## src/hdl/tpd_pkg.sv

```systemverilog
/*
 * tpd_pkg: shared types and constants of the type position decoder.
 * Assumes code bit 1 sits in bit 0 of a code word; marking is 1.
 */
`default_nettype none

package tpd_pkg;

   // code word width and bit positions (bit 1 .. bit 5)
   localparam int CODE_W = 5;
   localparam int B1     = 0;
   localparam int B2     = 1;
   localparam int B3     = 2;
   localparam int B4     = 3;
   localparam int B5     = 4;

   // special codes, bit 5 on the left, bit 1 on the right
   localparam logic [4:0] CODE_LTRS  = 5'h1f; // bits 1-5 marking
   localparam logic [4:0] CODE_FIGS  = 5'h1b; // bits 1,2,4,5 marking
   localparam logic [4:0] CODE_SPACE = 5'h04; // bit 3 marking only

   // field values and half offsets within a field
   localparam logic       FIELD_LTRS = 1'h0;  // left half of matrix
   localparam logic       FIELD_FIGS = 1'h1;  // right half of matrix
   localparam logic [2:0] COL_MID    = 3'h3;  // left group counts down from here
   localparam logic [2:0] COL_RIGHT  = 3'h4;  // right group counts up from here

   // phase lengths of one positioning revolution, in clock cycles
   localparam int DRIVE_CYC  = 4;
   localparam int LOCK_CYC   = 2;
   localparam int RETURN_CYC = 4;
   localparam int REV_CYC    = DRIVE_CYC + LOCK_CYC + RETURN_CYC;
   localparam int CNT_W      = 4;
   localparam logic [CNT_W-1:0] CNT_ZERO = 4'h0;
   localparam logic [CNT_W-1:0] CNT_ONE  = 4'h1;

   // output FIFO shape
   localparam int FIFO_DEPTH = 4;

   // one decoded print position
   typedef struct packed {
      logic [1:0] row;     // 0 top .. 3 bottom
      logic [2:0] col;     // 0 .. 7 within the field
      logic       field;   // 0 letters, 1 figures
      logic       print;   // strike the hammer
      logic       advance; // step the carriage
   } tpd_pos_t;

   localparam int POS_W = $bits(tpd_pos_t);

   // positioning sequencer, Gray coded from idle through return
   typedef enum logic [2:0] {
      ST_IDLE   = 3'h0,
      ST_FUNC   = 3'h1,
      ST_DRIVE  = 3'h3,
      ST_LOCK   = 3'h2,
      ST_RETURN = 3'h6
   } tpd_state_t;

endpackage

`default_nettype wire

```

## src/hdl/tpd_fifo.sv

```systemverilog
/*
 * tpd_fifo: small synchronous FIFO with valid/ready on both sides.
 * Assumes one clock and a synchronous active-high reset.
 */
`timescale 1ns/1ps
`default_nettype none

module tpd_fifo #(
   parameter int WIDTH = 7,
   parameter int DEPTH = 4
) (
   // clock and reset
   input  wire logic             clock,
   input  wire logic             rst,
   // fill side
   input  wire logic             in_valid,
   output logic                  in_ready,
   input  wire logic [WIDTH-1:0] in_data,
   // drain side
   output logic                  out_valid,
   input  wire logic             out_ready,
   output logic      [WIDTH-1:0] out_data
);

   localparam int AW = (DEPTH > 1) ? $clog2(DEPTH) : 1;

   logic [WIDTH-1:0] mem [DEPTH];
   logic [AW-1:0]    wr_ptr;
   logic [AW-1:0]    rd_ptr;
   logic [AW:0]      count;
   logic             push;
   logic             pop;

   ////////////////////////////////////////////////////////////////////////
   // handshake terms; flags come from the held count
   assign in_ready  = (count != (AW+1)'(DEPTH));
   assign out_valid = (count != '0);
   assign push      = in_valid && in_ready;
   assign pop       = out_valid && out_ready;
   assign out_data  = mem[rd_ptr];

   // storage write
   always_ff @(posedge clock) begin
      if (push) begin
         mem[wr_ptr] <= in_data;
      end
   end

   // pointers wrap at depth, which need not be a power of two
   always_ff @(posedge clock) begin
      if (rst) begin
         wr_ptr <= '0;
         rd_ptr <= '0;
      end else begin
         if (push) begin
            wr_ptr <= (wr_ptr == AW'(DEPTH - 1)) ? '0 : wr_ptr + AW'(1);
         end
         if (pop) begin
            rd_ptr <= (rd_ptr == AW'(DEPTH - 1)) ? '0 : rd_ptr + AW'(1);
         end
      end
   end

   // occupancy
   always_ff @(posedge clock) begin
      if (rst) begin
         count <= '0;
      end else if (push && !pop) begin
         count <= count + (AW+1)'(1);
      end else if (pop && !push) begin
         count <= count - (AW+1)'(1);
      end
   end

endmodule

`default_nettype wire

```

## src/hdl/tpd_decoder.sv

```systemverilog
/*
 * tpd_decoder: turns each five-level code from the selector into a row,
 * column and field on a 4 x 16 type matrix, sequencing a function cycle and
 * one positioning revolution per character. Positions leave through a FIFO.
 * Assumes the selector holds code bits stable from raising code_valid until
 * code_ack rises, and drops code_valid before offering the next code.
 */
`timescale 1ns/1ps
`default_nettype none

// How it works
// RQ1: each pick is four rows by eight columns; field picks matrix half.
// RQ2: field changes only on the letters or figures shift code, never printing.
// RQ3: held field bit: figures shows right half, letters left, until next shift.
// RQ4: row from bits 1-2, column group from bit 3, column from bits 4-5.
// RQ5: rows: none top, bit1 second, bit2 third, both bottom.
// RQ6: bit 3 marking picks the left group, spacing the right group.
// RQ7: from centre: none first, bit5 second, bit4 third, both fourth column.
// RQ8: after bits settle, function cycle starts, then positioning cycle.
// RQ9: positioning runs exactly one revolution then stops until next character.
// RQ10: return half recentres and loads next column stops, overlapping next setup.
// RQ11: the selected row is locked briefly while the character is struck.
// RQ12: bit 3 alone is word space: blank position, no print, carriage advances.
// RQ13: marking is 1; row 0-3 top down, column 0-7, field bit out.
module tpd_decoder #(
   parameter int DEPTH = tpd_pkg::FIFO_DEPTH
) (
   // clock and reset
   input  wire logic                         clock,
   input  wire logic                         rst,
   // selector side, asynchronous to this clock
   input  wire logic                         code_valid,
   input  wire logic [tpd_pkg::CODE_W-1:0]   code_bits,
   output logic                              code_ack,
   // cycle timing to the mechanism
   output logic                              func_start,
   output logic                              pos_start,
   output logic                              row_lock,
   output logic                              recentre,
   output logic                              field,
   // decoded positions toward the printer
   output logic                              pos_valid,
   input  wire logic                         pos_ready,
   output tpd_pkg::tpd_pos_t                 pos_out
);

   ////////////////////////////////////////////////////////////////////////
   // input synchronisers: meta stages are read only by the second stage
   logic                       valid_meta;
   logic                       valid_sync;
   logic [tpd_pkg::CODE_W-1:0] bits_meta;
   logic [tpd_pkg::CODE_W-1:0] bits_sync;

   always_ff @(posedge clock) begin
      if (rst) begin
         valid_meta <= 1'h0;
         valid_sync <= 1'h0;
         bits_meta  <= '0;
         bits_sync  <= '0;
      end else begin
         valid_meta <= code_valid;
         valid_sync <= valid_meta;
         bits_meta  <= code_bits;
         bits_sync  <= bits_meta;
      end
   end

   ////////////////////////////////////////////////////////////////////////
   // declarations
   tpd_pkg::tpd_state_t        state;
   tpd_pkg::tpd_state_t        next_state;
   logic [tpd_pkg::CNT_W-1:0]  cnt;
   logic [tpd_pkg::CODE_W-1:0] cur_code;   // code being positioned
   logic [tpd_pkg::CODE_W-1:0] pend_code;  // next code, set up early
   logic                       pend;
   logic                       accept;
   logic                       can_take;
   logic                       phase_done;
   logic                       fifo_ready;
   logic                       push;
   logic                       fifo_valid;
   tpd_pkg::tpd_pos_t          fifo_data;
   tpd_pkg::tpd_pos_t          decoded;
   logic                       is_ltrs;
   logic                       is_figs;
   logic                       is_space;

   ////////////////////////////////////////////////////////////////////////
   // code acceptance, four-phase with the selector
   // taking a code in the return half overlaps setup with the recentring
   assign can_take = !pend && ((state == tpd_pkg::ST_IDLE) ||
                               (state == tpd_pkg::ST_RETURN));
   assign accept   = valid_sync && !code_ack && can_take;

   always_ff @(posedge clock) begin
      if (rst) begin
         code_ack <= 1'h0;
      end else if (accept) begin
         code_ack <= 1'h1;
      end else if (!valid_sync) begin
         code_ack <= 1'h0;
      end
   end

   // pending slot; the sequencer empties it when it starts a character
   always_ff @(posedge clock) begin
      if (rst) begin
         pend      <= 1'h0;
         pend_code <= '0;
      end else if (accept) begin
         pend      <= (next_state != tpd_pkg::ST_FUNC); // taken straight into a cycle: slot stays empty
         pend_code <= bits_sync;
      end else if (next_state == tpd_pkg::ST_FUNC && state != tpd_pkg::ST_FUNC) begin
         pend      <= 1'h0;
      end
   end

   ////////////////////////////////////////////////////////////////////////
   // sequencer: function cycle, then drive, lock, return = one revolution
   always_comb begin
      phase_done = 1'h0;
      unique case (state)
         tpd_pkg::ST_DRIVE:  phase_done = (cnt == 4'(tpd_pkg::DRIVE_CYC - 1));
         tpd_pkg::ST_LOCK:   phase_done = (cnt == 4'(tpd_pkg::LOCK_CYC - 1)) && fifo_ready;
         tpd_pkg::ST_RETURN: phase_done = (cnt == 4'(tpd_pkg::RETURN_CYC - 1));
         default:            phase_done = 1'h0;
      endcase
   end

   always_comb begin
      next_state = state;
      unique case (state)
         // RQ8: settled code first trips the function cycle
         tpd_pkg::ST_IDLE: begin
            if (pend) begin
               next_state = tpd_pkg::ST_FUNC;
            end
         end
         // RQ8: positioning follows the function cycle
         tpd_pkg::ST_FUNC: begin
            next_state = tpd_pkg::ST_DRIVE;
         end
         tpd_pkg::ST_DRIVE: begin
            if (phase_done) begin
               next_state = tpd_pkg::ST_LOCK;
            end
         end
         tpd_pkg::ST_LOCK: begin
            if (phase_done) begin
               next_state = tpd_pkg::ST_RETURN;
            end
         end
         // RQ9: one revolution, then stop unless another code waits
         tpd_pkg::ST_RETURN: begin
            if (phase_done) begin
               next_state = (pend || accept) ? tpd_pkg::ST_FUNC : tpd_pkg::ST_IDLE;
            end
         end
         default: begin
            next_state = tpd_pkg::ST_IDLE;
         end
      endcase
   end

   always_ff @(posedge clock) begin
      if (rst) begin
         state <= tpd_pkg::ST_IDLE;
      end else begin
         state <= next_state;
      end
   end

   // phase counter restarts on every state change; a stalled lock holds its last count
   always_ff @(posedge clock) begin
      if (rst) begin
         cnt <= tpd_pkg::CNT_ZERO;
      end else if (next_state != state) begin
         cnt <= tpd_pkg::CNT_ZERO;
      end else if (!phase_done && state != tpd_pkg::ST_IDLE &&
                   !(state == tpd_pkg::ST_LOCK && cnt == 4'(tpd_pkg::LOCK_CYC - 1))) begin
         cnt <= cnt + tpd_pkg::CNT_ONE;
      end
   end

   // current code taken as the function cycle starts, from the pending slot or from a code accepted that cycle
   always_ff @(posedge clock) begin
      if (rst) begin
         cur_code <= '0;
      end else if (next_state == tpd_pkg::ST_FUNC && state != tpd_pkg::ST_FUNC) begin
         cur_code <= accept ? bits_sync : pend_code;
      end
   end

   ////////////////////////////////////////////////////////////////////////
   // mechanism timing outputs, all registered
   always_ff @(posedge clock) begin
      if (rst) begin
         func_start <= 1'h0;
         pos_start  <= 1'h0;
         row_lock   <= 1'h0;
         recentre   <= 1'h0;
      end else begin
         // RQ8: function start, then positioning start
         func_start <= (next_state == tpd_pkg::ST_FUNC) && (state != tpd_pkg::ST_FUNC);
         pos_start  <= (next_state == tpd_pkg::ST_DRIVE) && (state == tpd_pkg::ST_FUNC);
         // RQ11: row held locked through the strike
         row_lock   <= (next_state == tpd_pkg::ST_LOCK);
         // RQ10: return half recentres the rail
         recentre   <= (next_state == tpd_pkg::ST_RETURN);
      end
   end

   ////////////////////////////////////////////////////////////////////////
   // decode of the current code
   assign is_ltrs  = (cur_code == tpd_pkg::CODE_LTRS);
   assign is_figs  = (cur_code == tpd_pkg::CODE_FIGS);
   assign is_space = (cur_code == tpd_pkg::CODE_SPACE);

   always_comb begin
      decoded = '0;
      // RQ4 RQ5 row from bits 1 and 2
      decoded.row = {cur_code[tpd_pkg::B2], cur_code[tpd_pkg::B1]};
      // RQ6 RQ7 group from bit 3, column outward from centre
      if (cur_code[tpd_pkg::B3]) begin
         decoded.col = tpd_pkg::COL_MID -
                       {1'h0, cur_code[tpd_pkg::B4], cur_code[tpd_pkg::B5]};
      end else begin
         decoded.col = tpd_pkg::COL_RIGHT +
                       {1'h0, cur_code[tpd_pkg::B4], cur_code[tpd_pkg::B5]};
      end
      // RQ1 RQ13 field picks the matrix half
      decoded.field = field;
      // RQ2 RQ12 shift codes and space print nothing; space still advances
      decoded.print   = !(is_ltrs || is_figs || is_space);
      decoded.advance = !(is_ltrs || is_figs);
   end

   ////////////////////////////////////////////////////////////////////////
   // RQ2 RQ3 field state changes only on the shift codes
   always_ff @(posedge clock) begin
      if (rst) begin
         field <= tpd_pkg::FIELD_LTRS;
      end else if (state == tpd_pkg::ST_FUNC) begin
         if (is_figs) begin
            field <= tpd_pkg::FIELD_FIGS;
         end else if (is_ltrs) begin
            field <= tpd_pkg::FIELD_LTRS;
         end
      end
   end

   ////////////////////////////////////////////////////////////////////////
   // RQ11 position leaves at the end of the lock; full FIFO holds the lock
   assign push = (state == tpd_pkg::ST_LOCK) && phase_done;

   tpd_fifo #(
      .WIDTH (tpd_pkg::POS_W),
      .DEPTH (DEPTH)
   ) u_fifo (
      .clock     (clock),
      .rst       (rst),
      .in_valid  (push),
      .in_ready  (fifo_ready),
      .in_data   (decoded),
      .out_valid (fifo_valid),
      .out_ready (pos_ready),
      .out_data  (fifo_data)
   );

   assign pos_valid = fifo_valid;
   assign pos_out   = fifo_data;

   ////////////////////////////////////////////////////////////////////////
   // checks
   property p_func_then_pos;
      @(posedge clock) disable iff (rst)
      func_start |=> pos_start;
   endproperty
   a_func_then_pos: assert property (p_func_then_pos) // RQ8
      else $error("positioning did not follow function start");

   property p_one_rev;
      @(posedge clock) disable iff (rst)
      pos_start |=> !pos_start [*8];
   endproperty
   a_one_rev: assert property (p_one_rev) // RQ9
      else $error("positioning restarted inside a revolution");

   property p_lock_len;
      @(posedge clock) disable iff (rst)
      $rose(row_lock) |-> row_lock [*2];
   endproperty
   a_lock_len: assert property (p_lock_len) // RQ11
      else $error("row lock shorter than the strike");

   property p_recentre_after_lock;
      @(posedge clock) disable iff (rst)
      $fell(row_lock) |-> recentre;
   endproperty
   a_recentre_after_lock: assert property (p_recentre_after_lock) // RQ10
      else $error("return half did not follow the lock");

   property p_field_shift_only;
      @(posedge clock) disable iff (rst)
      $changed(field) |-> $past(is_ltrs || is_figs);
   endproperty
   a_field_shift_only: assert property (p_field_shift_only) // RQ2
      else $error("field moved without a shift code");

   property p_figs_sets;
      @(posedge clock) disable iff (rst)
      (state == tpd_pkg::ST_FUNC && is_figs) |=> field == tpd_pkg::FIELD_FIGS;
   endproperty
   a_figs_sets: assert property (p_figs_sets) // RQ3
      else $error("figures shift did not select figures");

   property p_space_blank;
      @(posedge clock) disable iff (rst)
      (push && is_space) |-> !decoded.print && decoded.advance && decoded.col == 3'h3;
   endproperty
   a_space_blank: assert property (p_space_blank) // RQ12
      else $error("word space printed or did not advance");

   property p_row_map;
      @(posedge clock) disable iff (rst)
      push |-> decoded.row == {cur_code[1], cur_code[0]};
   endproperty
   a_row_map: assert property (p_row_map) // RQ5
      else $error("row decode wrong");

   property p_group_map;
      @(posedge clock) disable iff (rst)
      push |-> decoded.col[2] == !cur_code[2];
   endproperty
   a_group_map: assert property (p_group_map) // RQ6
      else $error("column group decode wrong");

endmodule

`default_nettype wire

```

## config.mk

```make
export PLATFORM = sky130hd
export DESIGN_NAME = tpd_decoder
export DESIGN_NICKNAME = d
export VERILOG_FILES = /design/src/hdl/tpd_pkg.sv /design/src/hdl/tpd_fifo.sv /design/src/hdl/tpd_decoder.sv
export SDC_FILE = /design/constraint.sdc
export NUM_CORES = 1
export LEC_CHECK = 0
export CORE_MARGIN = 8
export CORE_UTILIZATION = 30
export DETAILED_ROUTE_END_ITERATION = 8
export DONT_BUFFER_PORTS = 1
export MAX_ROUTING_LAYER = met4
export SLEW_MARGIN = 30
export SYNTH_ARGS = -nofsm -noshare
export SYNTH_HDL_FRONTEND = slang
export SYNTH_HIERARCHICAL = 1
export SYNTH_SLANG_ARGS = --single-unit
```

## constraint.sdc

```tcl
create_clock -name clock -period 5.8 [get_ports clock]
set_clock_uncertainty 0.1 [all_clocks]
set_input_delay 0.87 -clock clock [delete_from_list [all_inputs] [get_ports clock]]
set_output_delay 0.87 -clock clock [all_outputs]
set_load 0.01 [all_outputs]
```

==> flow_summary_export.csv, run 1 <==
group,metric,value,unit
floorplanning,io_pins,24,
floorplanning,die_w,118,um
drt,num_vias,1724,
global_routing,grt_max_degree,42,
synth,syn_nets,263,
cts,cts_hold_buf,0,
cts,cts_resized,0,
worst_setup_path,cpMaxStageDelayCell,"or3_2",
synth,ys_top_cells_by_count,"dfxtp_1 (45), edfxtp_1 (32), nor2b_1 (15)",
worst_setup_path,cp.required,5.98,ns
timing,slew_viol_final,0,
synth,yosysMostFrequentCell,"dfxtp_1",
floorplanning,fp.coreArea,10200,um^2
worst_setup_path,critPathMaxStageDelay,0.40,ns
worst_setup_path,r2r-start,"cnt[0]$_SDFFE_PP0P_",
cells_and_area,antenna_cells,0,
synth,ys_seq_area_share,59.2,%
place,place_congestion,0.730,
timing,fin_crit_sh,50.6,%
timing,fmax,341,MHz
power_and_ir_drop,comb_power_share,14.1,%
global_routing,grt_pass1_wl,8830,um
floorplanning,start_util,30.7,%
timing,setup_viol,0,
status,status,"completed",
cts,cts_buffers,9,
global_routing,grt_pass1_vias,1785,
power_and_ir_drop,power.switching,331,uW
timing,tns,0,ns
cts,clk_path_buf_depth,2,
cells_and_area,fin_nets,263,
synth,synth_top_area_share,30.5,%
synth,synthCells,242,
drt,antenna_left,0,
min_path,holdCritPathClass,"flip-flop to flip-flop",
drt,wl_per_cell,13.7,um
worst_setup_path,reg2reg_depth,10,
synth,synth_flop_cell,"dfxtp_1",
worst_setup_path,worstSetupStartpointType,"flip-flop",
cts,cts.sinks,77,
global_routing,grt_usage,8.20,%
cts,htreeDepth,3,
synth,synth_area,3150,um^2
cells_and_area,drive_gt1_share,15.8,%
cts,clk_latency,0.34,ns
timing,tightestPinTransition,0.572,ns
synth,avgSynthCellArea,13.0,um^2
cells_and_area,final_core_util,33.6,%
cells_and_area,fin_cells,383,
power_and_ir_drop,p_seq_share,54.6,%
floorplanning,die-area,14000,um^2
worst_setup_path,worstPathArrival,3.11,ns
timing,fin_crit,2.93,ns
drt,detail_route.vias_per_cell,4.50,
place,placed_area,3260,um^2
floorplanning,core.rowCount,37,
min_path,worstHoldPathCells,1,
job,max_cap_violations,0,
power_and_ir_drop,p_int,842,uW
timing,finalHoldViolCount,0,
synth,yosysTopAreaCell,"edfxtp_1",
floorplanning,die_h,118,um
synth,synth.area.top_cells,"edfxtp_1 (31%), dfxtp_1 (29%), mux4_2 (5.7%)",
min_path,holdCritStartpoint,"valid_meta$_SDFF_PP0_",
synth,async_flop_share,0,%
cells_and_area,syn_to_final_growth,9.27,%
cts,cts_tree,"built",
power_and_ir_drop,swShare,28.2,%
cts,cts-root-buf,"clkbuf_8",
place,portBuffers,0,
place,dp_hpwl,3560,um
global_routing,antenna_found_initial,0,
global_routing,overflow,0,
worst_setup_path,ff2ff_setup_slack,2.87,ns
place,placedCellCount,367,
min_path,holdPathEnd,"valid_sync$_SDFF_PP0_",
worst_setup_path,path_max_fanout,7,
drt,drt_iter0_markers,87,
synth,ys_seq_elements,77,
timing,slew_headroom,61.6,%
cells_and_area,design_area,3440,um^2
cts,cts.clk_slew.worst_paths,0.09,ns
timing,rsz0062_at_grt,"false",
drt,wl,5240,um
drt,drc,0,
power_and_ir_drop,max-vdd-ir-drop,0.152,mV
power_and_ir_drop,power_frac_clock,31.3,%
synth,yosysWarnings,6,
cts,post_cts_buffers,0,
worst_setup_path,cp_cell_sequence,"ha_1, nor3b_1, and4_1, and2_4, ha_1, inv_1, fa_1, xor2_1, or3_2, a21oi_1",
worst_setup_path,end_kind,"flip-flop",
power_and_ir_drop,pwr_density_cell,341,nW/um^2
drt,dr.pass1.iters,4,
synth,synth_edf_count,32,
worst_setup_path,worstSetupPathType,"flip-flop to flip-flop",
worst_setup_path,regToRegEndpoint,"u_fifo/count[2]$_SDFFE_PP0P_",
worst_setup_path,path_common_cell,"ha_1",
synth,ys_types,53,
power_and_ir_drop,p_leak,0.00122,uW
worst max-delay path: cells and delay by family (launching register included):
| kind | cells | cell delay, ns |
|---|---|---|
| flops | 1 | 0.39 |
| fa+ha+maj | 3 | 0.72 |
| buf+inv | 1 | 0.06 |
| simple gates | 4 | 1.30 |
| compound gates | 1 | 0.15 |
| xor+xnor | 1 | 0.16 |
routing by layer:
| metal | vias up | part of all wire (%) | global-route usage (%) |
|---|---|---|---|
| met4 | 0 | 2.0 | 3.95 |
| met2 | 38 | 45 | 12.0 |
| met3 | 10 | 6.6 | 3.62 |
| li1 | 887 | - | - |
| met1 | 789 | 47 | 9.45 |
| met5 | - | 0 | - |
power groups by stage:
stage	registers [uW]	clock network [uW]	logic, uW
floorplan	628	0	168
CTS	643	383	169
global placement	653	0	162
finish	641	367	166
global route	651	406	187
detailed placement	656	0	167
final cells by class:
| type | instances | area, um^2 |
|---|---|---|
| fillers | 1013 | 6790 |
| flip-flops and latches | 77 | 1860 |
| multi-input cells | 144 | 1190 |
| well taps | 136 | 170 |
| clock buffers | 9 | 124 |
| clock inverters | 7 | 53.8 |
| inverters | 10 | 37.5 |
how the worst max path moves through the flow:
stage / from / endpoint / slack, ns
2_1_floorplan: cnt[0]$_SDFFE_PP0P_ / u_fifo/count[2]$_SDFFE_PP0P_ / 3.11
3_3_place_gp: cnt[0]$_SDFFE_PP0P_ / u_fifo/count[2]$_SDFFE_PP0P_ / 2.98
3_5_place_dp: cnt[0]$_SDFFE_PP0P_ / u_fifo/count[2]$_SDFFE_PP0P_ / 2.88
4_1_cts: cnt[0]$_SDFFE_PP0P_ / u_fifo/count[2]$_SDFFE_PP0P_ / 2.86
5_1_grt: cnt[0]$_SDFFE_PP0P_ / u_fifo/count[2]$_SDFFE_PP0P_ / 2.56
6_report: cnt[0]$_SDFFE_PP0P_ / u_fifo/count[2]$_SDFFE_PP0P_ / 2.87
placed cells by master, fill, tap and decap left out, types with 5 or more instances in the layout:
| cell type | n |
|---|---|
| a21oi_1 | 9 |
| dfxtp_1 | 45 |
| edfxtp_1 | 32 |
| mux2i_1 | 8 |
| nor2b_1 | 15 |
| mux4_2 | 8 |
| ha_1 | 11 |
| clkbuf_8 | 9 |
| nand2_1 | 6 |
| a211oi_1 | 5 |
| nor3_1 | 11 |
| o21ai_0 | 5 |
| inv_1 | 10 |
| nor2_1 | 14 |
cells by family (layout without fill, tap and decap cells):
group	Yosys count	count (layout)	synth area share (%)
flops	77	77	59.2
simple gates	76	76	15.2
compound gates	35	35	7.96
buf+inv	21	26	2.98
mux	16	16	8.27
fa+ha+maj	12	12	5.01
xor+xnor	5	5	1.39
metrics by stage:
| step | setup slack (ns) | hold slack, ns | power [uW] |
|---|---|---|---|
| after floorplan | 3.11 | 0.314 | 796 |
| after global placement | 2.98 | 0.322 | 815 |
| after detailed placement | 2.88 | 0.324 | 824 |
| after CTS | 2.86 | 0.343 | 1190 |
| after global routing | 2.56 | 0.361 | 1240 |
| final | 2.87 | 0.340 | 1170 |
state kept, by name, indices dropped and copies added (netlist names), 2 cells and up, named ones only:
name and cells:
bits_meta 5, cur_code 5, pend_code 5, u_fifo/wr_ptr 2, state 3, bits_sync 5
u_fifo/count 3, cnt 4, u_fifo/rd_ptr 2, u_fifo/mem 32
Power figures use the tool's default switching activity.
==> inputs of run 2 (changes only) <==
==> constraint.sdc (replaced) <==
create_clock -name clock -period 2.4 [get_ports clock]
set_clock_uncertainty 0.1 [all_clocks]
set_input_delay 0.36 -clock clock [delete_from_list [all_inputs] [get_ports clock]]
set_output_delay 0.36 -clock clock [all_outputs]
set_load 0.01 [all_outputs]
==> run 2 against run 1 <==
Compared with the run above: critical path depth increased by 1; fmax grew 22%; first-iteration DRC count is 140% higher; clock-buffer cell count grew 1; sequential cell count unchanged; cell area is 5.1% higher; highest routed layer unchanged; sequential share of layout area is 2.5 points lower; via count up 6.6%.
==> flow_summary_export.csv, run 2 (synthesized netlist as in run 1, its figures left out) <==
group,metric,value,unit
power_and_ir_drop,total_power,3040,uW
worst_setup_path,worstSetupStartpointType,"flip-flop",
timing,fin_crit_sh,99.8,%
cts,clk_path_buf_depth,2,
cells_and_area,final_core_util,35.3,%
cells_and_area,syn_to_final_growth,14.8,%
drt,dr.pass1.iters,4,
cts,clk_latency,0.35,ns
worst_setup_path,worstPathArrival,2.58,ns
worst_setup_path,ff2ff_setup_slack,0.005,ns
floorplanning,core.rowCount,37,
global_routing,grt_max_degree,38,
timing,setup_viol,0,
timing,fin_crit,2.40,ns
cts,htreeDepth,3,
timing,slew_headroom,63.0,%
power_and_ir_drop,p_leak,0.00129,uW
floorplanning,io_pins,24,
floorplanning,start_util,30.7,%
timing,fmax,418,MHz
global_routing,grt_pass1_wl,9310,um
min_path,holdPathEnd,"bits_meta[3]$_SDFF_PP0_",
drt,detail_route.vias_per_cell,4.64,
cts,cts_tree,"built",
place,placed_area,3360,um^2
place,portBuffers,0,
min_path,holdCritPathClass,"input pin to flip-flop",
worst_setup_path,cp.required,2.59,ns
timing,finalHoldViolCount,0,
cells_and_area,fill_cells,994,
cells_and_area,antenna_cells,0,
timing,rsz0062_at_grt,"true",
cells_and_area,largest_reg_flops,32,
min_path,worstHoldPathCells,1,
drt,wl,5670,um
job,max_cap_violations,0,
place,place_congestion,0.725,
status,status,"completed",
worst_setup_path,critPathMaxStageDelay,0.35,ns
min_path,holdCritStartpoint,"code_bits[3]",
worst_setup_path,path_common_cell,"inv_2",
drt,wl_per_cell,14.3,um
worst_setup_path,r2r-start,"cnt[1]$_SDFFE_PP0P_",
drt,antenna_left,0,
worst_setup_path,cpMaxStageDelayCell,"fa_2",
global_routing,antenna_found_initial,0,
drt,drc,0,
worst_setup_path,path_max_fanout,4,
cells_and_area,design_area,3610,um^2
power_and_ir_drop,pwr_density_cell,841,nW/um^2
global_routing,overflow,0,
timing,slew_viol_final,0,
worst_setup_path,cp_cell_sequence,"inv_2, ha_2, nor3b_4, and4_4, and2_4, ha_4, inv_2, fa_2, xor2_1, or3_4, a21oi_2",
worst_setup_path,worstSetupPathType,"flip-flop to flip-flop",
power_and_ir_drop,max-vdd-ir-drop,0.298,mV
floorplanning,die_h,118,um
cts,cts_buffers,9,
floorplanning,die-area,14000,um^2
worst_setup_path,reg2reg_depth,11,
drt,num_vias,1837,
cells_and_area,drive_gt1_share,23.1,%
place,dp_hpwl,3820,um
global_routing,grt_usage,8.73,%
timing,tightestPinTransition,0.555,ns
floorplanning,die_w,118,um
cts,cts.clk_slew.worst_paths,0.08,ns
cells_and_area,layout_common_cells,"dfxtp_1 (43), edfxtp_1 (32), nor2b_1 (15)",
floorplanning,fp.coreArea,10200,um^2
global_routing,grt_pass1_vias,1857,
cells_and_area,largest_register,"u_fifo/mem",
cts,cts.sinks,77,
drt,drt_iter0_markers,205,
worst_setup_path,end_kind,"flip-flop",
cells_and_area,final_common_cell,"dfxtp_1",
cells_and_area,fin_nets,276,
worst_setup_path,regToRegEndpoint,"u_fifo/count[2]$_SDFFE_PP0P_",
cts,cts-root-buf,"clkbuf_8",
==> run 2: timing repair <==
item                       4_1_cts  5_1_grt
resized for setup                0        2
hold buffers                     1        0
setup endpoints to repair        1        1
pin swaps                        0        1
hold endpoints to repair        39        0
buffers inserted                 1        2
==> run 2: worst max path at each step <==
stage	start	endpoint	slack, ns	cells after the start
finish	cnt[1]$_SDFFE_PP0P_	u_fifo/count[2]$_SDFFE_PP0P_	0.005	11
global route	cnt[0]$_SDFFE_PP0P_	u_fifo/count[2]$_SDFFE_PP0P_	-0.05	10
CTS	cnt[1]$_SDFFE_PP0P_	u_fifo/count[2]$_SDFFE_PP0P_	0.02	11
detailed placement	cnt[0]$_SDFFE_PP0P_	u_fifo/count[2]$_SDFFE_PP0P_	-0.0006	10
global placement	cnt[1]$_SDFFE_PP0P_	u_fifo/count[2]$_SDFFE_PP0P_	0.05	11
floorplan	cnt[1]$_SDFFE_PP0P_	u_fifo/count[2]$_SDFFE_PP0P_	0.01	11
==> run 2: layout make-up <==
| class | count | area, um^2 | area share, % |
|---|---|---|---|
| flip-flops and latches | 77 | 1870 | 51.7 |
| well taps | 136 | 170 | 4.71 |
| clock buffers | 10 | 128 | 3.53 |
| multi-input cells | 144 | 1230 | 34.0 |
| repair buffers | 13 | 110 | 3.05 |
| clock inverters | 6 | 70.1 | 1.94 |
| inverters | 10 | 37.5 | 1.04 |
==> run 2: per-stage QoR <==
| stage | setup slack [ns] | cells | hold WS (ns) | TNS [ns] |
|---|---|---|---|---|
| 3_5_place_dp | -0.000562 | 376 | 0.324 | -0.000562 |
| 2_1_floorplan | 0.0103 | 242 | 0.314 | 0 |
| 5_1_grt | -0.0538 | 396 | 0.0351 | -0.0538 |
| 3_3_place_gp | 0.0520 | 376 | 0.322 | 0 |
| 4_1_cts | 0.0176 | 394 | 0.0193 | 0 |
| 6_report | 0.00494 | 396 | 0.0366 | 0 |
==> run 2: layer usage <==
metal,vias up,part of all wire [%],GRT usage (%)
met5,-,0,-
met4,0,1.7,3.56
met3,12,6.9,3.47
met2,43,48,13.4
met1,875,44,9.99
li1,907,-,-
==> run 2: report_power, final <==
part,internal (uW),total (uW),switching (uW)
Combinational,281,524,243
Clock,492,979,488
Sequential,1440,1530,93.8
Total,2210,3040,824
==> run 2: worst max-delay path, delay by kind of cell, from the launching register on <==
family                     cells  cell delay, ns
and+or+nand+nor                4            0.91
AOI/OAI and AO/OA              1            0.11
DFF                            1            0.34
buffers and inverters          2            0.08
adders and majority gates      3            0.64
xor gates and xnor gates       1            0.17
